--- src/design/ppm_consts.vh ---
/*
  Constants for the power-management register bank: offsets, field positions,
  reset values. Assumes inclusion by bare name from design files.
*/
`ifndef PPM_CONSTS_VH
`define PPM_CONSTS_VH
`define PPM_OFF_PMCSR       8'h48
`define PPM_OFF_PMEXT       8'h4a
`define PPM_OFF_PHYCTL      8'hec
`define PPM_PMCSR_FLAG_BIT  15
`define PPM_PMCSR_EN_BIT    8
`define PPM_PMCSR_LVL_LSB   0
`define PPM_PHY_ROUTE_BIT   7
`define PPM_PHY_COMPL_BIT   3
`define PPM_PMCSR_RST       16'h0000
`define PPM_PMEXT_RST       16'h0000
`define PPM_PHYCTL_RST      32'h00000008
`define PPM_EE_PHY_BYTE     8'h16
`endif

--- src/design/ppm_sticky_bit.v ---
/*
  One control bit with a hard reset and an optional soft reset.
  Assumes one clock; hard reset is asynchronous active low.
*/
`timescale 1ns/1ps
`default_nettype none
module ppm_sticky_bit #(
  parameter RST_VAL = 1'b0
) (
  // Clock and resets
  input  wire clk,
  input  wire hard_rst_n,
  input  wire soft_clr,
  // Update
  input  wire load,
  input  wire din,
  // State
  output reg  q
);
  always @(posedge clk or negedge hard_rst_n) begin
    if (!hard_rst_n) begin
      q <= RST_VAL;
    end else if (load) begin
      q <= din;
    end else if (soft_clr) begin
      q <= RST_VAL;
    end
  end
endmodule
`default_nettype wire

--- src/design/ppm_regs.v ---
/*
  Power-management control/status, extension and PHY control registers,
  reached by configuration reads and writes with byte enables.
  Assumes synchronous inputs; WAKE_EVENT pulses when the function wants to
  signal a wake; EE_LOAD strobes once per serial EEPROM byte 16h.
*/
`timescale 1ns/1ps
`default_nettype none
`include "ppm_consts.vh"
////////////////////////////////////////////////////////////////////////////////
// Contract
// [RULE_01] Control/status kept across D3hot-to-D0 reset
// [RULE_02] Wake flag set on any wake event
// [RULE_03] Write one clears flag, releases wake
// [RULE_04] Measurement scale and select read zero
// [RULE_05] Wake output only while enable set
// [RULE_06] Enable resets to zero unless sticky
// [RULE_07] Two-bit level field holds D0..D3
// [RULE_08] Bits 7..2 of control/status read zero
// [RULE_09] Marked bits cleared only by hard reset
// [RULE_10] Extension register reads all zero
// [RULE_11] Route bit steers cable signal out
// [RULE_12] EEPROM byte bit 7 loads route
// [RULE_13] Compliance bit defaults to one
// [RULE_14] PHY control bits 31..8 read zero
// [RULE_15] EEPROM reserved bits must be zero
// [RULE_16] Unpowered-wake capability selects sticky enable
// [RULE_17] Wake output low when flag and enable
module ppm_regs (
  // Clock and resets
  input  wire        MCLK,
  input  wire        ARST_N,
  input  wire        D3_EXIT_RST,
  // Configuration access
  input  wire        CFG_WR,
  input  wire        CFG_RD,
  input  wire [7:0]  CFG_ADDR,
  input  wire [3:0]  CFG_BE,
  input  wire [31:0] CFG_WDATA,
  output reg  [31:0] CFG_RDATA,
  // Capability and events
  input  wire        WAKE_FROM_UNPOWERED_CAP,
  input  wire        WAKE_EVENT,
  output wire        WAKE_N,
  output wire [1:0]  DEVICE_SLEEP_LEVEL,
  // EEPROM load
  input  wire        EE_LOAD,
  input  wire [7:0]  EE_DATA,
  // PHY routing
  input  wire        CABLE_NOT_ACTIVE_IN,
  output reg         CABLE_NOT_ACTIVE
);
  ////////////////////////////////////////////////////////////////////////////
  // Reset words and address decode

  localparam [15:0] PM_RST_WORD  = `PPM_PMCSR_RST;
  localparam [15:0] EXT_RST_WORD = `PPM_PMEXT_RST;
  localparam [31:0] PHY_RST_WORD = `PPM_PHYCTL_RST;

  // Only the low PHY byte is stored; the upper bits are hardwired zero
  localparam [7:0]  PHY_RST_BYTE = PHY_RST_WORD[7:0];

  wire [7:0]  word_addr;
  wire        hit_pm;
  wire        hit_phy;
  wire        wr_pm_lo;
  wire        wr_pm_hi;
  wire        wr_phy;
  wire        clr_req;

  assign word_addr = {CFG_ADDR[7:2], 2'b00};
  assign hit_pm    = (word_addr == `PPM_OFF_PMCSR);
  assign hit_phy   = (word_addr == `PPM_OFF_PHYCTL);
  assign wr_pm_lo  = CFG_WR && hit_pm && CFG_BE[0];
  assign wr_pm_hi  = CFG_WR && hit_pm && CFG_BE[1];
  assign wr_phy    = CFG_WR && hit_phy && CFG_BE[0];

  // Only a one in the flag position clears; a zero is ignored (see [RULE_03])
  assign clr_req   = wr_pm_hi && CFG_WDATA[`PPM_PMCSR_FLAG_BIT];

  ////////////////////////////////////////////////////////////////////////////
  // State and next values

  reg         wake_event_flag_ff;
  reg         nxt_wake_event_flag;
  reg  [1:0]  device_sleep_level_ff;
  reg  [1:0]  nxt_device_sleep_level;
  reg  [7:0]  phy_ctl_ff;
  reg  [7:0]  nxt_phy_ctl;
  reg         nxt_cable_not_active;
  reg  [15:0] pm_word;
  reg  [31:0] nxt_cfg_rdata;
  wire        wake_assert_enable;
  wire        enable_soft_clr;
  wire        wake_drive;

  ////////////////////////////////////////////////////////////////////////////
  // Wake-event flag

  // Set beats clear so a coincident event is never lost (see [RULE_02]) (see [RULE_03])
  always @* begin
    nxt_wake_event_flag = wake_event_flag_ff;
    if (WAKE_EVENT) begin
      nxt_wake_event_flag = 1'b1;
    end else if (clr_req) begin
      nxt_wake_event_flag = 1'b0;
    end
  end

  ////////////////////////////////////////////////////////////////////////////
  // Power level field

  always @* begin
    nxt_device_sleep_level = device_sleep_level_ff;
    if (wr_pm_lo) begin
      nxt_device_sleep_level = CFG_WDATA[`PPM_PMCSR_LVL_LSB +: 2]; // see [RULE_07]
    end
  end

  // Hard reset alone clears these; the D3 exit reset is ignored (see [RULE_01]) (see [RULE_09])
  always @(posedge MCLK or negedge ARST_N) begin
    if (!ARST_N) begin
      wake_event_flag_ff    <= PM_RST_WORD[`PPM_PMCSR_FLAG_BIT];
      device_sleep_level_ff <= PM_RST_WORD[`PPM_PMCSR_LVL_LSB +: 2];
    end else begin
      wake_event_flag_ff    <= nxt_wake_event_flag;
      device_sleep_level_ff <= nxt_device_sleep_level;
    end
  end

  ////////////////////////////////////////////////////////////////////////////
  // Wake-assert enable

  // D3 exit reset clears the enable unless it is sticky (see [RULE_06]) (see [RULE_16])
  assign enable_soft_clr = D3_EXIT_RST && !WAKE_FROM_UNPOWERED_CAP;

  ppm_sticky_bit #(
    .RST_VAL (PM_RST_WORD[`PPM_PMCSR_EN_BIT])
  ) u_enable (
    .clk        (MCLK),
    .hard_rst_n (ARST_N),
    .soft_clr   (enable_soft_clr),
    .load       (wr_pm_hi),
    .din        (CFG_WDATA[`PPM_PMCSR_EN_BIT]),
    .q          (wake_assert_enable)
  );

  ////////////////////////////////////////////////////////////////////////////
  // PHY control byte

  // EEPROM byte loads whole; reserved bits rely on a clean image (see [RULE_12])
  always @* begin
    nxt_phy_ctl = phy_ctl_ff;
    if (EE_LOAD) begin
      nxt_phy_ctl = EE_DATA;
    end else if (wr_phy) begin
      nxt_phy_ctl[`PPM_PHY_ROUTE_BIT] = CFG_WDATA[`PPM_PHY_ROUTE_BIT];
    end
  end

  always @(posedge MCLK or negedge ARST_N) begin
    if (!ARST_N) begin
      phy_ctl_ff <= PHY_RST_BYTE; // see [RULE_13]
    end else begin
      phy_ctl_ff <= nxt_phy_ctl;
    end
  end

  ////////////////////////////////////////////////////////////////////////////
  // Wake and level outputs

  // Open-drain style wake output (see [RULE_05]) (see [RULE_17])
  assign wake_drive         = wake_event_flag_ff & wake_assert_enable;
  assign WAKE_N             = ~wake_drive;
  assign DEVICE_SLEEP_LEVEL = device_sleep_level_ff;

  ////////////////////////////////////////////////////////////////////////////
  // Cable-activity output

  // Registered so the terminal never glitches while the route bit changes
  always @* begin
    nxt_cable_not_active = 1'b0;
    if (phy_ctl_ff[`PPM_PHY_ROUTE_BIT]) begin
      nxt_cable_not_active = CABLE_NOT_ACTIVE_IN; // see [RULE_11]
    end
  end

  always @(posedge MCLK or negedge ARST_N) begin
    if (!ARST_N) begin
      CABLE_NOT_ACTIVE <= 1'b0;
    end else begin
      CABLE_NOT_ACTIVE <= nxt_cable_not_active;
    end
  end

  ////////////////////////////////////////////////////////////////////////////
  // Read path

  // Scale, select and bits 7..2 stay zero (see [RULE_04]) (see [RULE_08])
  always @* begin
    pm_word                          = 16'h0000;
    pm_word[`PPM_PMCSR_FLAG_BIT]     = wake_event_flag_ff;
    pm_word[`PPM_PMCSR_EN_BIT]       = wake_assert_enable;
    pm_word[`PPM_PMCSR_LVL_LSB +: 2] = device_sleep_level_ff;
  end

  // Read data holds until the next read; unmapped words read zero
  always @* begin
    nxt_cfg_rdata = CFG_RDATA;
    if (CFG_RD) begin
      if (hit_pm) begin
        // Upper half is the extension register, always zero (see [RULE_10])
        nxt_cfg_rdata = {EXT_RST_WORD, pm_word};
      end else if (hit_phy) begin
        nxt_cfg_rdata = {24'h000000, phy_ctl_ff}; // see [RULE_14]
      end else begin
        nxt_cfg_rdata = 32'h00000000;
      end
    end
  end

  always @(posedge MCLK or negedge ARST_N) begin
    if (!ARST_N) begin
      CFG_RDATA <= 32'h00000000;
    end else begin
      CFG_RDATA <= nxt_cfg_rdata;
    end
  end

endmodule
`default_nettype wire

--- config.mk ---
export PLATFORM = sky130hd
export DESIGN_NAME = ppm_regs
export DESIGN_NICKNAME = d
export VERILOG_FILES = /design/src/design/ppm_sticky_bit.v /design/src/design/ppm_regs.v
export VERILOG_INCLUDE_DIRS = /design/src /design/src/design
export SDC_FILE = /design/constraint.sdc
export NUM_CORES = 1
export LEC_CHECK = 0
export BUFFER_PORTS_ARGS = -buffer_cell sky130_fd_sc_hd__buf_2
export CAP_MARGIN = 20
export CORE_ASPECT_RATIO = 1.25
export CORE_MARGIN = 2
export CORE_UTILIZATION = 35
export DETAILED_ROUTE_END_ITERATION = 10
export GPL_TIMING_DRIVEN = 0
export PLACE_DENSITY = 0.74
export SLEW_MARGIN = 10
export SYNTH_ARGS = -nofsm -noshare
export SYNTH_HDL_FRONTEND = slang
export SYNTH_SLANG_ARGS = --single-unit
export TNS_END_PERCENT = 20
--- constraint.sdc ---
create_clock -name MCLK -period 0.84 [get_ports MCLK]
set_clock_uncertainty 0.05 [all_clocks]
set_input_delay 0.168 -clock MCLK [delete_from_list [all_inputs] [get_ports MCLK]]
set_output_delay 0.168 -clock MCLK [all_outputs]
set_load 0.02 [all_outputs]
---- Word level (Yosys, flattened, before mapping) ----
Cells that the tools add are included.
storage, ports and cells
  register bits ........................... 45
  output and inout bits ................... 36
  logic and storage cells ................. 31
cells by class
  equal/unequal tests ..................... 2
  muxes and demuxes ....................... 9
  bitwise operators ....................... 2
  reduce and logical (&&, ||, !) cells .... 11
operator list
  cell                                                              number
  16-bit two-way mux                                                1
  8-bit two-way mux                                                 1
  1-bit logical AND                                                 7
  1-bit two-way mux                                                 7
  6-bit by 5-bit == test with 1-bit output (second input constant)  1
  6-bit == test (second input constant)                             1
  2-bit nonzero test                                                3
  1-bit AND                                                         1
  1-bit logical NOT                                                 1
  1-bit inverter                                                    1

---- Longest topological paths before layout ----
  depth after elaboration ................. 6
  mapped depth ............................ 4
  depth with buffers taken out ............ 3

---- Hierarchy ----
From an unflattened synthesis, not the netlist that was laid out.
second synthesis, totals
  cells, all modules ...................... 112
  area, all modules ....................... 1,173.6 sq um
by module, submodules not included
  module          times used  cells each  area each (sq um)  seq. area each (sq um)
  ppm_regs        1           109         1,136.1            551.8
  ppm_sticky_bit  1           3           37.5               25.0

---- Worst setup path before layout ----
OpenSTA, ideal clock, no wires.
  path kind ............................... input to register
  start point ............................. input CFG_ADDR[4]
  end point ............................... register device_sleep_level_ff[0], in the netlist DEVICE_SLEEP_LEVEL[0]
  arrival time ............................ 905 ps
  data required time ...................... 665 ps
  path slack .............................. -240 ps
  stages on the path ...................... 4
  buffers on the path ..................... 1
  cell sequence ........................... and3b_1 > buf_6 > nand4_4 > mux2_4
between the ends
  word-level cells in the longest chain between the ends .. 3
RTL lines
  element                                             line            source
  start, declared                                     ppm_regs.v:37   input wire [7:0] CFG_ADDR,
  6-bit by 5-bit == test with 1-bit output (no line)  n/a
  1-bit logical AND (2 in a row)                      ppm_regs.v:74   assign wr_pm_lo = CFG_WR && hit_pm && CFG_BE[0];
  end signal, assigned                                ppm_regs.v:124  device_sleep_level_ff <= PM_RST_WORD[`PPM_PMCSR_LVL_LSB +: 2];
  end signal, assigned                                ppm_regs.v:127  device_sleep_level_ff <= nxt_device_sleep_level;
  end, declared                                       ppm_regs.v:86   reg [1:0] device_sleep_level_ff;
Every way passes these cells.
A chain may end at the register's enable or synchronous reset.

---- Worst setup path after layout ----
  start point ............................. register u_enable.q
  end point ............................... output WAKE_N
between the ends
  word-level cells in the longest chain between the ends .. 2
RTL lines
  element                 line                 source
  start, declared         ppm_sticky_bit.v:18  output reg q
  start signal, assigned  ppm_sticky_bit.v:24  q <= din;
  1-bit AND               ppm_regs.v:173       assign wake_drive = wake_event_flag_ff & wake_assert_enable;
  1-bit inverter          ppm_regs.v:174       assign WAKE_N = ~wake_drive;
  end, declared           ppm_regs.v:44        output wire WAKE_N,
Every way passes these cells.

==> flow_summary.yaml <==
sta:
  slew_headroom_pct: 65.9
  fin_crit_ps: 1060
  period_share_pct: 126
  final-setup-viol-count: 23
  hold-worst-slack_ps: -184
  final-hold-violation-count: 22
  rsz0062_at_grt: "yes"
  fin_tns_setup_ps: -3240
  setup_ws_ps: -220
  slew_viol_final: 0
  worst_slew_pin_slew_ps: 512
  fmaxAchievable_mhz: 943
floorplan:
  start_util_pct: 36.6
  die_area_um2: 3860
  pin_count: 97
  design.core.area_um2: 3220
  fp.dieW_um: 56.0
  die_h_um: 69.0
  rows: 23
synth:
  synth.top_cell.area_share_pct: 46.6
  ys_seq_elements: 23
  synth.top_cells.by_count: "buf_4, dfrtp_1, inv_1, nand2_1, o22ai_1"
  yosys.area.top_type: "dfrtp_1"
  ys.flop_type: "dfrtp_1"
  syn_inst: 112
  synth_area_leaders: "dfrtp_1, buf_4, mux2_2"
  synth_area_per_cell_um2: 10.5
  yosys_warnings: 0
  async_flop_share_pct: 100
  synth_edf_count: 0
  synth.distinct_cells: 29
  seq_area_frac_synth_pct: 48.8
  synth_area_um2: 1180
placement:
  placedCellCount: 211
  place_area_um2: 1510
  dp_slack_ps: -372
  gp_congestion: 0.703
  numPortBuffers: 41
  hpwl_um: 1760
global_routing:
  grt_pass1_wl_um: 3640
  grt-ovfl-total: 0
  antenna_found_initial: 0
  grtUsageTotal_pct: 12.4
  grt_max_degree: 24
  grt_pass1_vias: 820
min_path:
  worstHoldPathType: "input port to async pin"
setup_path:
  r2r_slack_ps: -130
  rr_worst_depth: 3
  slowest_delay_ps: 380
  crit_fanout: 2
  timing.rr.end: "wake_event_flag_ff"
  critPathCaptureType: "output pin"
  r2r_start: "wake_event_flag_ff"
  crit_slowest_cell: "dfrtp_1"
  worst-setup-path-type: "flip-flop to output pin"
  crit_arrival_ps: 840
  startpoint_type: "flip-flop"
  crit_required_ps: 620
  crit_chain: "nand2_1 -> buf_6"
power_and_ir_drop:
  vdd_drop_max_v: 0.000914
  switchingPower_mw: 0.649
  seqPwrFrac_pct: 50.4
  p_int_mw: 1.74
  p_per_area_nw_per_um2: 1440
  pwr-share-clk_pct: 28.9
  comb_power_share_pct: 20.7
  power_mw: 2.39
  power_leakage_nw: 0.897
  swShare_pct: 27.1
outcome:
  outcome: "finished, violations left"
  violations: "negative hold slack, negative setup slack"
final_layout:
  postLayoutCoreUtil_pct: 51.5
  n_fill_cell: 323
  drive_gt1_share_pct: 49.7
  stdcell_area_um2: 1660
  diodes: 0
  synthToLayoutAreaGrowth_pct: 40.6
  fin_nets: 247
  fin_cells: 222
clock_network:
  clkSlewWorstSetupHoldPaths_ps: 80
  cts_tree: "done"
  cts_sinks: 23
  cts_root_buf: "clkbuf_8"
  clk_latency_ps: 260
  clock_tree.buffer_depth: 2
  htree_num_levels: 1
  numCtsBuffers: 3
flow_run:
  drv_cap: 0
drt:
  wl_per_cell_um: 10.7
  drt_first_pass_iters: 3
  viasPerCell: 4.19
  post-route-drc-count: 0
  wl_um: 2370
  antenna_left: 0
  vias: 931
  drt_iter0_drc: 8
==> cell type report <==
type,instances,area [µm²],area share [%]
buffer,26,189,11.4
sequential,23,577,34.7
clock buffer,3,41.3,2.49
multi-input combinational,73,462,27.8
inverter,11,41.3,2.49
clock inverter,1,7.51,0.452
tap,37,46.3,2.79
timing repair buffer,48,297,17.9
==> critical path: cells and delay by family, from the launching register on <==
kind / cells / cell delay, ps
buf+inv: 1 / 110
flops: 1 / 380
simple gates: 1 / 80
==> power groups by stage <==
stage	sequential (mW)	combinational, mW	clock, mW
floorplan	1.24	0.288	0
global placement	1.22	0.445	0
detailed placement	1.23	0.451	0
CTS	1.21	0.471	0.720
global route	1.21	0.545	0.763
finish	1.21	0.495	0.692
==> kinds of logic (layout without fill, tap and decap cells) <==
family	Yosys count	in the layout	share of synthesized area [%]
buffers and inverters	37	89	19.5
other	1	22	0.317
AND/OR/NAND/NOR	26	26	13.0
flip-flops	23	23	48.8
multiplexers	10	10	10.1
AO/OA/AOI/OAI	15	15	8.26
==> routing by layer <==
layer / GRT usage, % / vias up / share of wire, %
met2: 21.5 / 41 / 52
met5: 0 / - / 0
met3: 3.36 / 2 / 9.3
li1: - / 477 / -
met4: 7.14 / 0 / 1.0
met1: 13.9 / 411 / 37
==> flip-flops by register name (all words and copies together) (netlist names) <==
| register | flops |
|---|---|
| CFG_RDATA | 10 |
| CABLE_NOT_ACTIVE | 1 |
| wake_event_flag_ff | 1 |
| u_enable.q | 1 |
| phy_ctl_ff | 8 |
| DEVICE_SLEEP_LEVEL | 2 |
==> what timing repair did <==
item                                    in CTS  in global routing
endpoints found under the hold margin       22                 22
pin swaps                                    3                  2
resized for setup                            7                  9
buffers inserted                             3                  4
endpoints found under the setup margin      18                 28
==> placed cells by master, fill, tap and decap left out, types with 2 or more instances in the layout <==
| master | n |
|---|---|
| clkbuf_1 | 2 |
| buf_4 | 27 |
| nand3_1 | 4 |
| mux2_2 | 7 |
| buf_6 | 8 |
| mux2_4 | 2 |
| a31oi_1 | 3 |
| inv_1 | 11 |
| buf_2 | 37 |
| clkbuf_8 | 3 |
| conb_1 | 22 |
| o22ai_1 | 8 |
| nand2_1 | 10 |
| dfrtp_1 | 22 |
==> worst max-delay path by stage <==
| stage | start | end | slack [ps] | cells after the start |
|---|---|---|---|---|
| detailed placement | CFG_ADDR[7] | DEVICE_SLEEP_LEVEL[0] | -370 | 4 |
| finish | u_enable.q | WAKE_N | -220 | 2 |
| global placement | CFG_ADDR[7] | DEVICE_SLEEP_LEVEL[1] | -350 | 4 |
| global route | wake_event_flag_ff | WAKE_N | -250 | 2 |
| CTS | u_enable.q | WAKE_N | -230 | 2 |
| floorplan | CFG_ADDR[4] | DEVICE_SLEEP_LEVEL[0] | -210 | 4 |
Note: power is estimated with default switching activity, not from simulation.
